$ cat config.mk
export PLATFORM = sky130hd
export DESIGN_NAME = fmb_flash_ctrl
export DESIGN_NICKNAME = d
export VERILOG_FILES = /design/src/fmb_pkg.sv /design/src/fmb_serial_rx.sv /design/src/fmb_flash_ctrl.sv
export VERILOG_INCLUDE_DIRS = /design/src
export SDC_FILE = /design/constraint.sdc
export NUM_CORES = 2
export LEC_CHECK = 0
export BUFFER_PORTS_ARGS = -buffer_cell sky130_fd_sc_hd__buf_4
export CAP_MARGIN = 20
export CORE_ASPECT_RATIO = 1.4
export CORE_MARGIN = 5
export CORE_UTILIZATION = 63
export CTS_CLUSTER_DIAMETER = 120
export CTS_CLUSTER_SIZE = 24
export DETAILED_ROUTE_END_ITERATION = 8
export PLACE_DENSITY = 0.77
export SLEW_MARGIN = 20
export SYNTH_ARGS = -nofsm -noshare
export SYNTH_HDL_FRONTEND = slang
export SYNTH_SLANG_ARGS = --single-unit
$ cat constraint.sdc
create_clock -name clock -period 3.9 [get_ports clock]
set_clock_uncertainty 0.2 [all_clocks]
set_input_delay 0.585 -clock clock [delete_from_list [all_inputs] [get_ports clock]]
set_output_delay 0.585 -clock clock [all_outputs]
set_load 0.005 [all_outputs]
$ cat src/fmb_map.svh
/*
  Constants for the flash mode and boot controller: array geometry, erase block
  bases, page size, boot area placement and serial rate measurement figures.
  Assumes it is included by the package and by the design modules.
*/
// Notes on behaviour
// - The array is programmed only in whole 128-byte units, one unit per program operation.
// - Block erasure acts on one block at a time, over the ten blocks of 32, 28, 16, 8 and 1 kbyte.
// - Plain user mode allows reads but refuses every program and erase request.
// - The operating mode comes from the mode pins and program enable pin seen at reset release.
// - Boot mode erases the entire array in one operation and offers no block erase.
// - User program mode erases and programs individually selected blocks.
// - Every erased byte reads back as all ones.
// - On boot entry the host sends the control program over the serial port into RAM.
// - Boot mode copies the erase routine into a reserved RAM boot area before erasing.
// - Boot mode measures the host serial rate and sets its own bit rate to match.
// - After transfer the RAM control program runs and writes the host image into the array.
// - A programming unit starts at an address whose low eight bits are 00 or 80 hex.
// - A read-only status bit is one while the program enable pin is low and zero when high.
`ifndef FMB_MAP_SVH
`define FMB_MAP_SVH

`define FMB_ADDR_W 17
`define FMB_ARRAY_LAST 17'h1ffff
`define FMB_ERASED_BYTE 8'hff
`define FMB_PAGE_BYTES 128
`define FMB_PAGE_IDX_W 7
`define FMB_PAGE_LAST 7'h7f
`define FMB_BLOCK_LAST 4'h9
`define FMB_BLK_BASE_0 17'h00000
`define FMB_BLK_BASE_1 17'h00400
`define FMB_BLK_BASE_2 17'h00800
`define FMB_BLK_BASE_3 17'h00c00
`define FMB_BLK_BASE_4 17'h01000
`define FMB_BLK_BASE_5 17'h08000
`define FMB_BLK_BASE_6 17'h0c000
`define FMB_BLK_BASE_7 17'h0e000
`define FMB_BLK_BASE_8 17'h10000
`define FMB_BLK_BASE_9 17'h18000
`define FMB_RAM_ADDR_W 13
`define FMB_BOOT_AREA_BASE 13'h1f00
`define FMB_ERASE_RTN_LAST 16'h000f
`define FMB_SETTLE_LAST 2'h2
`define FMB_BAUD_SHIFT 3
`define FMB_RX_CNT_W 18
`define FMB_RX_PERIOD_W 15

`endif

$ cat src/fmb_pkg.sv
/*
  Types for the flash mode and boot controller: modes, commands, write ports
  and the state records of both modules.
  Assumes fmb_map.svh is on the include path.
*/
`include "fmb_map.svh"
package fmb_pkg;

  typedef enum logic [1:0]
  {
    FMB_USER = 2'b00,
    FMB_USER_PROG = 2'b01,
    FMB_BOOT = 2'b10,
    FMB_PROGRAMMER = 2'b11
  } fmb_mode_type;

  typedef enum logic [1:0]
  {
    FMB_OP_PROGRAM = 2'b00,
    FMB_OP_ERASE_BLOCK = 2'b01,
    FMB_OP_ERASE_ALL = 2'b10,
    FMB_OP_NONE = 2'b11
  } fmb_op_type;

  typedef enum logic [3:0]
  {
    FMB_SEQ_SETTLE = 4'h0,
    FMB_SEQ_IDLE = 4'h1,
    FMB_SEQ_PROG = 4'h2,
    FMB_SEQ_ERASE = 4'h3,
    FMB_SEQ_BAUD = 4'h4,
    FMB_SEQ_LEN_LO = 4'h5,
    FMB_SEQ_LEN_HI = 4'h6,
    FMB_SEQ_LOAD = 4'h7,
    FMB_SEQ_COPY = 4'h8
  } fmb_seq_type;

  typedef enum logic [2:0]
  {
    FMB_RX_IDLE = 3'b000,
    FMB_RX_ARM = 3'b001,
    FMB_RX_MEASURE = 3'b010,
    FMB_RX_HUNT = 3'b011,
    FMB_RX_START = 3'b100,
    FMB_RX_DATA = 3'b101,
    FMB_RX_STOP = 3'b110
  } fmb_rx_phase_type;

  typedef struct packed
  {
    fmb_op_type op;
    logic [`FMB_ADDR_W-1:0] addr;
    logic [3:0] block;
  } fmb_cmd_type;

  typedef struct packed
  {
    logic [`FMB_PAGE_IDX_W-1:0] index;
    logic [7:0] data;
  } fmb_load_type;

  typedef struct packed
  {
    logic [`FMB_ADDR_W-1:0] addr;
    logic [7:0] wdata;
    logic we;
  } fmb_array_wr_type;

  typedef struct packed
  {
    logic [`FMB_RAM_ADDR_W-1:0] addr;
    logic [7:0] wdata;
    logic we;
  } fmb_ram_wr_type;

  typedef struct packed
  {
    logic valid;
    logic [7:0] data;
  } fmb_byte_type;

  typedef struct packed
  {
    logic s1;
    logic s2;
    fmb_rx_phase_type phase;
    logic [`FMB_RX_CNT_W-1:0] cnt;
    logic [`FMB_RX_PERIOD_W-1:0] period;
    logic locked;
    logic [2:0] bitn;
    logic [7:0] shreg;
    fmb_byte_type out;
  } fmb_rx_state_type;

  typedef struct packed
  {
    logic [2:0] md_s1;
    logic [2:0] md_s2;
    logic pe_s1;
    logic pe_s2;
    logic [1:0] settle;
    fmb_mode_type mode;
    logic pe_status;
    fmb_seq_type seq;
    logic [`FMB_ADDR_W-1:0] addr;
    logic [`FMB_ADDR_W-1:0] last;
    logic [`FMB_PAGE_IDX_W-1:0] idx;
    logic [`FMB_PAGE_BYTES-1:0][7:0] page;
    logic [15:0] count;
    logic [15:0] length;
    logic measure;
    logic run_ctl;
    logic done;
    logic refused;
    fmb_array_wr_type arr;
    fmb_ram_wr_type ram;
  } fmb_ctrl_state_type;

endpackage

$ cat src/fmb_serial_rx.sv
/*
  Boot serial receiver with rate measurement: times the low run of the host's
  first character, then receives 8N1 bytes at the measured rate.
  Assumes the host opens with the character 80 hex, whose start bit and seven
  zero data bits give one low run of eight bit times.
*/
`timescale 1ns/1ns
`include "fmb_map.svh"
module fmb_serial_rx
(
  input wire logic clock,
  input wire logic rst_b,
  input wire logic rx_pin,
  input wire logic measure_start,
  output logic locked,
  output fmb_pkg::fmb_byte_type rx_byte
);

  fmb_pkg::fmb_rx_state_type s;
  fmb_pkg::fmb_rx_state_type next_s;

  always_comb
  begin
    next_s = s;
    next_s.s1 = rx_pin;
    next_s.s2 = s.s1;
    next_s.out.valid = 1'b0;
    next_s.cnt = s.cnt + 1'b1;
    case (s.phase)
      fmb_pkg::FMB_RX_IDLE:
      begin
        if (measure_start)
        begin
          next_s.phase = fmb_pkg::FMB_RX_ARM;
          next_s.locked = 1'b0;
        end
      end
      fmb_pkg::FMB_RX_ARM:
      begin
        next_s.cnt = '0;
        if (!s.s2)
          next_s.phase = fmb_pkg::FMB_RX_MEASURE;
      end
      fmb_pkg::FMB_RX_MEASURE:
      begin
        // Eight bit times of low, so the bit period is the run shifted down
        if (s.s2)
        begin
          next_s.period = s.cnt[`FMB_BAUD_SHIFT +: `FMB_RX_PERIOD_W];
          next_s.locked = 1'b1;
          next_s.phase = fmb_pkg::FMB_RX_HUNT;
        end
      end
      fmb_pkg::FMB_RX_HUNT:
      begin
        next_s.cnt = '0;
        if (!s.s2)
          next_s.phase = fmb_pkg::FMB_RX_START;
      end
      fmb_pkg::FMB_RX_START:
      begin
        // Recheck at mid bit so a glitch is not taken for a start bit
        if (s.cnt == {4'h0, s.period[`FMB_RX_PERIOD_W-1:1]})
        begin
          next_s.cnt = '0;
          next_s.bitn = 3'h0;
          next_s.phase = s.s2 ? fmb_pkg::FMB_RX_HUNT : fmb_pkg::FMB_RX_DATA;
        end
      end
      fmb_pkg::FMB_RX_DATA:
      begin
        if (s.cnt == {3'h0, s.period})
        begin
          next_s.cnt = '0;
          next_s.shreg = {s.s2, s.shreg[7:1]};
          next_s.bitn = s.bitn + 1'b1;
          if (s.bitn == 3'h7)
            next_s.phase = fmb_pkg::FMB_RX_STOP;
        end
      end
      fmb_pkg::FMB_RX_STOP:
      begin
        // A low stop bit is a framing fault and the byte is dropped
        if (s.cnt == {3'h0, s.period})
        begin
          next_s.out.valid = s.s2;
          next_s.out.data = s.shreg;
          next_s.phase = fmb_pkg::FMB_RX_HUNT;
        end
      end
      default:
        next_s.phase = fmb_pkg::FMB_RX_IDLE;
    endcase
  end

  always_ff @(posedge clock or negedge rst_b)
  begin
    if (!rst_b)
      s <= '{s1: 1'b1, s2: 1'b1, phase: fmb_pkg::FMB_RX_IDLE, default: '0};
    else
      s <= next_s;
  end

  assign locked = s.locked;
  assign rx_byte = s.out;

endmodule

$ cat src/fmb_flash_ctrl.sv
/*
  Flash mode and boot controller: picks the operating mode at reset release,
  gates program and erase requests by mode, sequences 128-byte programming and
  block or whole-array erasure onto the array write port, and runs the boot
  flow that loads the control program into RAM over the serial line.
  Assumes an array that stores one byte per write strobe and reads on its own
  port, and a RAM with one byte write port; pins are asynchronous to clock.
*/
`timescale 1ns/1ns
`include "fmb_map.svh"
module fmb_flash_ctrl
(
  input wire logic clock,
  input wire logic rst_b,
  input wire logic [2:0] mode_pins,
  input wire logic program_enable_pin_b,
  input wire logic rx_pin,
  input wire logic cmd_valid,
  input wire fmb_pkg::fmb_cmd_type cmd,
  output logic cmd_ready,
  output logic done,
  output logic refused,
  input wire logic load_valid,
  input wire fmb_pkg::fmb_load_type load,
  output logic load_ready,
  output fmb_pkg::fmb_mode_type mode,
  output logic program_enable_status,
  output logic control_program_run,
  output logic baud_locked,
  output fmb_pkg::fmb_array_wr_type array_wr,
  output fmb_pkg::fmb_ram_wr_type ram_wr
);

  fmb_pkg::fmb_ctrl_state_type s;
  fmb_pkg::fmb_ctrl_state_type next_s;
  fmb_pkg::fmb_byte_type rx_byte;
  logic rx_locked;

  fmb_serial_rx u_rx
  (
    .clock(clock),
    .rst_b(rst_b),
    .rx_pin(rx_pin),
    .measure_start(s.measure),
    .locked(rx_locked),
    .rx_byte(rx_byte)
  );

  // First address of an erase block; the next block's base bounds this one
  function automatic logic [`FMB_ADDR_W-1:0] fmb_block_base(input logic [3:0] b);
    case (b)
      4'h0: fmb_block_base = `FMB_BLK_BASE_0;
      4'h1: fmb_block_base = `FMB_BLK_BASE_1;
      4'h2: fmb_block_base = `FMB_BLK_BASE_2;
      4'h3: fmb_block_base = `FMB_BLK_BASE_3;
      4'h4: fmb_block_base = `FMB_BLK_BASE_4;
      4'h5: fmb_block_base = `FMB_BLK_BASE_5;
      4'h6: fmb_block_base = `FMB_BLK_BASE_6;
      4'h7: fmb_block_base = `FMB_BLK_BASE_7;
      4'h8: fmb_block_base = `FMB_BLK_BASE_8;
      4'h9: fmb_block_base = `FMB_BLK_BASE_9;
      default: fmb_block_base = `FMB_ARRAY_LAST;
    endcase
  endfunction

  function automatic logic [`FMB_ADDR_W-1:0] fmb_block_last(input logic [3:0] b);
    if (b == `FMB_BLOCK_LAST)
      fmb_block_last = `FMB_ARRAY_LAST;
    else
      fmb_block_last = fmb_block_base(b + 4'h1) - 1'b1;
  endfunction

  // Erase routine image copied into the boot area; the byte values are arbitrary
  function automatic logic [7:0] fmb_erase_rtn(input logic [3:0] i);
    fmb_erase_rtn = {4'ha, i} ^ 8'h5c;
  endfunction

  // Mode from the pins as they stand when the reset ends
  function automatic fmb_pkg::fmb_mode_type fmb_decode_mode(input logic [2:0] md,
                                                             input logic pe_b);
    if (pe_b)
      fmb_decode_mode = fmb_pkg::FMB_USER;
    else if (md[2:1] == 2'b00)
      fmb_decode_mode = fmb_pkg::FMB_PROGRAMMER;
    else if (!md[2])
      fmb_decode_mode = fmb_pkg::FMB_BOOT;
    else
      fmb_decode_mode = fmb_pkg::FMB_USER_PROG;
  endfunction

  logic cmd_ok;

  always_comb
  begin
    // Which requests each mode accepts
    cmd_ok = 1'b0;
    case (s.mode)
      fmb_pkg::FMB_USER:
        cmd_ok = 1'b0;
      fmb_pkg::FMB_USER_PROG:
        cmd_ok = (cmd.op == fmb_pkg::FMB_OP_PROGRAM)
                 || (cmd.op == fmb_pkg::FMB_OP_ERASE_BLOCK);
      fmb_pkg::FMB_BOOT:
        cmd_ok = (cmd.op == fmb_pkg::FMB_OP_PROGRAM)
                 || (cmd.op == fmb_pkg::FMB_OP_ERASE_ALL);
      fmb_pkg::FMB_PROGRAMMER:
        cmd_ok = (cmd.op != fmb_pkg::FMB_OP_NONE);
      default:
        cmd_ok = 1'b0;
    endcase
    if ((cmd.op == fmb_pkg::FMB_OP_PROGRAM)
        && (cmd.addr[`FMB_PAGE_IDX_W-1:0] != '0))
      cmd_ok = 1'b0;
    if ((cmd.op == fmb_pkg::FMB_OP_ERASE_BLOCK) && (cmd.block > `FMB_BLOCK_LAST))
      cmd_ok = 1'b0;
    // Losing the enable pin after reset also blocks new program and erase requests
    if (!s.pe_status)
      cmd_ok = 1'b0;
  end

  always_comb
  begin
    next_s = s;
    next_s.md_s1 = mode_pins;
    next_s.md_s2 = s.md_s1;
    next_s.pe_s1 = program_enable_pin_b;
    next_s.pe_s2 = s.pe_s1;
    next_s.pe_status = ~s.pe_s2;
    next_s.done = 1'b0;
    next_s.refused = 1'b0;
    next_s.measure = 1'b0;
    next_s.arr.we = 1'b0;
    next_s.ram.we = 1'b0;
    if (load_valid && (s.seq != fmb_pkg::FMB_SEQ_PROG))
      next_s.page[load.index] = load.data;
    case (s.seq)
      fmb_pkg::FMB_SEQ_SETTLE:
      begin
        // Wait for the pin synchronisers to fill before trusting them
        next_s.settle = s.settle + 1'b1;
        if (s.settle == `FMB_SETTLE_LAST)
        begin
          next_s.mode = fmb_decode_mode(s.md_s2, s.pe_s2);
          if (fmb_decode_mode(s.md_s2, s.pe_s2) == fmb_pkg::FMB_BOOT)
          begin
            next_s.seq = fmb_pkg::FMB_SEQ_BAUD;
            next_s.measure = 1'b1;
          end
          else
          begin
            next_s.seq = fmb_pkg::FMB_SEQ_IDLE;
          end
        end
      end
      fmb_pkg::FMB_SEQ_IDLE:
      begin
        if (cmd_valid && !cmd_ok)
        begin
          next_s.refused = 1'b1;
        end
        else if (cmd_valid && (cmd.op == fmb_pkg::FMB_OP_PROGRAM))
        begin
          next_s.addr = cmd.addr;
          next_s.idx = '0;
          next_s.seq = fmb_pkg::FMB_SEQ_PROG;
        end
        else if (cmd_valid && (cmd.op == fmb_pkg::FMB_OP_ERASE_BLOCK))
        begin
          next_s.addr = fmb_block_base(cmd.block);
          next_s.last = fmb_block_last(cmd.block);
          next_s.seq = fmb_pkg::FMB_SEQ_ERASE;
        end
        else if (cmd_valid)
        begin
          next_s.addr = '0;
          next_s.last = `FMB_ARRAY_LAST;
          next_s.seq = fmb_pkg::FMB_SEQ_ERASE;
        end
      end
      fmb_pkg::FMB_SEQ_PROG:
      begin
        // Page loads are held off here so the unit written is one snapshot
        next_s.arr.addr = s.addr | {10'h000, s.idx};
        next_s.arr.wdata = s.page[s.idx];
        next_s.arr.we = 1'b1;
        next_s.idx = s.idx + 1'b1;
        if (s.idx == `FMB_PAGE_LAST)
        begin
          next_s.seq = fmb_pkg::FMB_SEQ_IDLE;
          next_s.done = 1'b1;
        end
      end
      fmb_pkg::FMB_SEQ_ERASE:
      begin
        next_s.arr.addr = s.addr;
        next_s.arr.wdata = `FMB_ERASED_BYTE;
        next_s.arr.we = 1'b1;
        next_s.addr = s.addr + 1'b1;
        if (s.addr == s.last)
        begin
          next_s.seq = fmb_pkg::FMB_SEQ_IDLE;
          // Only the boot flow's own erase ends without a done pulse
          next_s.done = s.run_ctl || (s.mode != fmb_pkg::FMB_BOOT);
          if (s.mode == fmb_pkg::FMB_BOOT)
            next_s.run_ctl = 1'b1;
        end
      end
      fmb_pkg::FMB_SEQ_BAUD:
      begin
        if (rx_locked)
          next_s.seq = fmb_pkg::FMB_SEQ_LEN_LO;
      end
      fmb_pkg::FMB_SEQ_LEN_LO:
      begin
        if (rx_byte.valid)
        begin
          next_s.length[7:0] = rx_byte.data;
          next_s.seq = fmb_pkg::FMB_SEQ_LEN_HI;
        end
      end
      fmb_pkg::FMB_SEQ_LEN_HI:
      begin
        if (rx_byte.valid)
        begin
          next_s.length[15:8] = rx_byte.data;
          next_s.count = '0;
          next_s.seq = ({rx_byte.data, s.length[7:0]} == 16'h0000) ?
                       fmb_pkg::FMB_SEQ_COPY : fmb_pkg::FMB_SEQ_LOAD;
        end
      end
      fmb_pkg::FMB_SEQ_LOAD:
      begin
        // Lengths past the boot area base overwrite it before the copy refills it
        if (rx_byte.valid)
        begin
          next_s.ram.addr = s.count[`FMB_RAM_ADDR_W-1:0];
          next_s.ram.wdata = rx_byte.data;
          next_s.ram.we = 1'b1;
          next_s.count = s.count + 1'b1;
          if (s.count == s.length - 16'h0001)
          begin
            next_s.count = '0;
            next_s.seq = fmb_pkg::FMB_SEQ_COPY;
          end
        end
      end
      fmb_pkg::FMB_SEQ_COPY:
      begin
        next_s.ram.addr = `FMB_BOOT_AREA_BASE + s.count[`FMB_RAM_ADDR_W-1:0];
        next_s.ram.wdata = fmb_erase_rtn(s.count[3:0]);
        next_s.ram.we = 1'b1;
        next_s.count = s.count + 1'b1;
        if (s.count == `FMB_ERASE_RTN_LAST)
        begin
          next_s.addr = '0;
          next_s.last = `FMB_ARRAY_LAST;
          next_s.seq = fmb_pkg::FMB_SEQ_ERASE;
        end
      end
      default:
        next_s.seq = fmb_pkg::FMB_SEQ_SETTLE;
    endcase
  end

  always_ff @(posedge clock or negedge rst_b)
  begin
    if (!rst_b)
      s <= '{md_s1: 3'h0, md_s2: 3'h0, pe_s1: 1'b1, pe_s2: 1'b1,
             mode: fmb_pkg::FMB_USER, seq: fmb_pkg::FMB_SEQ_SETTLE, default: '0};
    else
      s <= next_s;
  end

  assign cmd_ready = (s.seq == fmb_pkg::FMB_SEQ_IDLE);
  assign load_ready = (s.seq != fmb_pkg::FMB_SEQ_PROG);
  assign done = s.done;
  assign refused = s.refused;
  assign mode = s.mode;
  assign program_enable_status = s.pe_status;
  assign control_program_run = s.run_ctl;
  assign baud_locked = rx_locked;
  assign array_wr = s.arr;
  assign ram_wr = s.ram;

endmodule

==> impl_results.md <==
- Top cells by area, synth: dfrtp_1, mux2_2, mux4_2, mux2i_1, clkbuf_1
- Syn Inst Count: 4160
- Worst setup path endpoint: array_wr[5]$_DFFE_PN0P_
- Fraction of final layout cells sized beyond drive strength 1: 39.2%
- Worst Setup Path Type: reg2reg
- Top FF cell, synth: dfrtp_1
- Wire per inst: 25.4 um
- Total GRT Usage: around 28%
- DRC viols: 0
- First-pass GRT wire length: 215000 um
- Worst-Margin Slew: 1.03 ns
- I/O Buffers: 102
- Clock sinks: 1215
- Clock buffer depth: 3
- Most frequent cells in the layout: dfrtp_1, mux2_2, nand2_1
- Final period utilization: 89.3%
- Syn Area/Cell: about 14 um2
- CTS Buf Count: 56
- Row count: 131
- Crit start category: flop
- Reg-to-reg slack, setup: 0.42 ns
- Most common cell after layout, fill and taps aside: dfrtp_1
- Die X: 265 um
- Vias in the first global route: 36410
- Hold WC Path Type: in2reg
- EDFF count, synth: 0
- Max FO, Critical Path: 32
- Syn_nets: 4234
- Final ANT Viol Nets: 0
- Hpwl dp: 89600 um
- Reg area: 0.0304 mm2
- RSZ-0062 raised after global routing: false
- Worst VDD drop: between 0.0003 and 0.0004 V
- Total number of vias: about 35000
- CTS Root Cell: clkbuf_16
- Area growth, synth to finish: 6.34%
- CTS H-tree lvls: 2
- CP Capture Type: flop
- Max-slew violations: 0
- Share of the synthesized area in the top cell type: around 53%
- Synth async-reset ratio: 100%
- Setup TNS: 0 ns
- Cell variety after synth: between 70 and 80
- Cell Area, Synth: 0.0573 mm2
- Critical Path AT: 3.81 ns
- Dominant cell type by area after synthesis: dfrtp_1
- Die height: 367 um
- Initial Util: 63.1%
- Worst path required time: roughly 4.2 ns
- I/O pin count: 104
- CTS tree: done
- Achievable Freq: 0.287 GHz
- LEAKAGE: 29.6 nW
- Core Box Area: 0.0908 mm2
- Final WL: 136000 um
- Tmin final: 3.48 ns
- Setup Viol. Count Final: 0
- Worst r2r path cells: 8
- Post-CTS Hold Buffers: 5
- Max cap viols: 0
- Sequential-to-total area share from yosys stat: 53.0%
- Post-CTS sizing: 0
- Via/cell ratio: 6.54
- Critical path startpoint: s[1108]$_DFFE_PN0P_
- Status: finished clean
- Hold Fails Final Rpt: 0
- Reg-to-reg endpoint: array_wr[5]$_DFFE_PN0P_
- # diodes: 0
- Pre-antenna DRT Iters: 5
- Clk Latency, worst-skew pair: 0.68 ns
- Synth Register Bits: between 1000 and 1500
- DR iter-0 viols: 2980
- Grt ovf: 0
- Die Area: 0.0972 mm2
- Relative slew slack: 31.0%
- Pin count of the biggest net entering global routing: 129
- # fillers: approximately 6500
- WHS: roughly 0.14 ns
- Final GP Congestion: 0.871
- Area used by multi-input combinational logic: about 0.025 mm2
- Postcts setup bufs: 0
- Final nets: 4185
- Ys Warns: 0
- Worst r2r src: s[1108]$_DFFE_PN0P_
- Pwr/cell area: 371 mW/mm2
- Initial antenna violation count: 1
- Clock-pin slew on the worst setup and hold paths: approximately 0.1 ns
[metrics by stage]
stage	std cells	util (%)	power [mW]	worst slack, ns	cell area, um2
2_1_floorplan	4160	-	15.4	0.912	57300
3_3_place_gp	5244	65.4	16.1	0.431	59400
3_5_place_dp	5245	65.4	16.2	0.447	59400
4_1_cts	5332	67.1	22.7	0.429	61000
5_1_grt	5332	67.1	23.4	0.265	61000
6_report	5332	67.1	22.6	0.418	61000
[how the worst min path moves through the flow]
| stage | start | endpoint | cells after the start |
|---|---|---|---|
| 2_1_floorplan | rst_b | array_wr[0]$_DFF_PN0_ | 0 |
| 3_3_place_gp | next_s[1162]$_DFF_PN0_ | s[1162]$_DFF_PN0_ | 0 |
| 3_5_place_dp | next_s[1162]$_DFF_PN0_ | s[1162]$_DFF_PN0_ | 0 |
| 4_1_cts | cmd[2] | s[1127]$_DFFE_PN0P_ | 3 |
| 5_1_grt | cmd[8] | s[1136]$_DFFE_PN0P_ | 4 |
| 6_report | cmd[2] | s[1127]$_DFFE_PN0P_ | 3 |
[cells in the mapped netlist (all sizes together), types with 57 or more instances]
| cell type | instances |
|---|---|
| nand2 | 228 |
| mux2i | 156 |
| o21ai | 73 |
| a21oi | 75 |
| o221ai | 68 |
| o22ai | 57 |
| mux4 | 215 |
| dfrtp | 1211 |
| mux2 | 1082 |
| clkbuf | 230 |
| nor2 | 165 |
| buf | 108 |
[area by class of cell]
cell class	instances	share of cell area, %
inverters	36	0.222
well taps	1197	2.46
repair buffers	231	3.46
clock buffers	79	2.48
clock inverters	3	0.0472
multi-input cells	2571	41.4
flip-flops and latches	1215	49.9
[cells by family after synthesis]
| family | Yosys count | share of synthesized area (%) |
|---|---|---|
| xor+xnor | 87 | 1.33 |
| compound gates | 398 | 4.76 |
| fa+ha+maj | 28 | 0.607 |
| flops | 1215 | 53.0 |
| simple gates | 605 | 4.88 |
| buf+inv | 374 | 2.94 |
| mux | 1453 | 32.4 |
[power breakdown]
part | switching (mW) | total, mW | internal [mW]
logic | 0.980 | 2.09 | 1.11
clock network | 3.92 | 6.63 | 2.71
registers | 0.422 | 13.9 | 13.4
[per-layer routing]
layer  vias to the layer above  GRT usage (%)  wire, um
li1                      15117              -         -
met1                     18438           36.5     53600
met2                       989           47.9     68700
met3                       305           3.76      6560
met4                         2           11.2      6620
met5                         -              0        14
[state kept, by name, indices dropped and copies added, names as in the netlist]
| name | cells |
|---|---|
| s | 1099 |
| u_rx.s | 48 |
| array_wr | 26 |
| ram_wr | 22 |
| u_rx.rx_byte | 9 |
| next_s | 3 |
| mode | 2 |
| control_program_run | 1 |
| done | 1 |
| program_enable_status | 1 |
| refused | 1 |
| u_rx.locked | 1 |
| u_rx.next_s | 1 |
[critical path, cell delays in order, from the launching register on]
cell,delay [ns]
dfrtp_4,0.58
buf_12,0.30
buf_4,0.25
mux4_2,0.52
o221ai_1,0.18
a21oi_1,0.10
o21a_1,0.22
a221oi_1,0.79
o22ai_1,0.18
(Power assumes the default switching activity.)
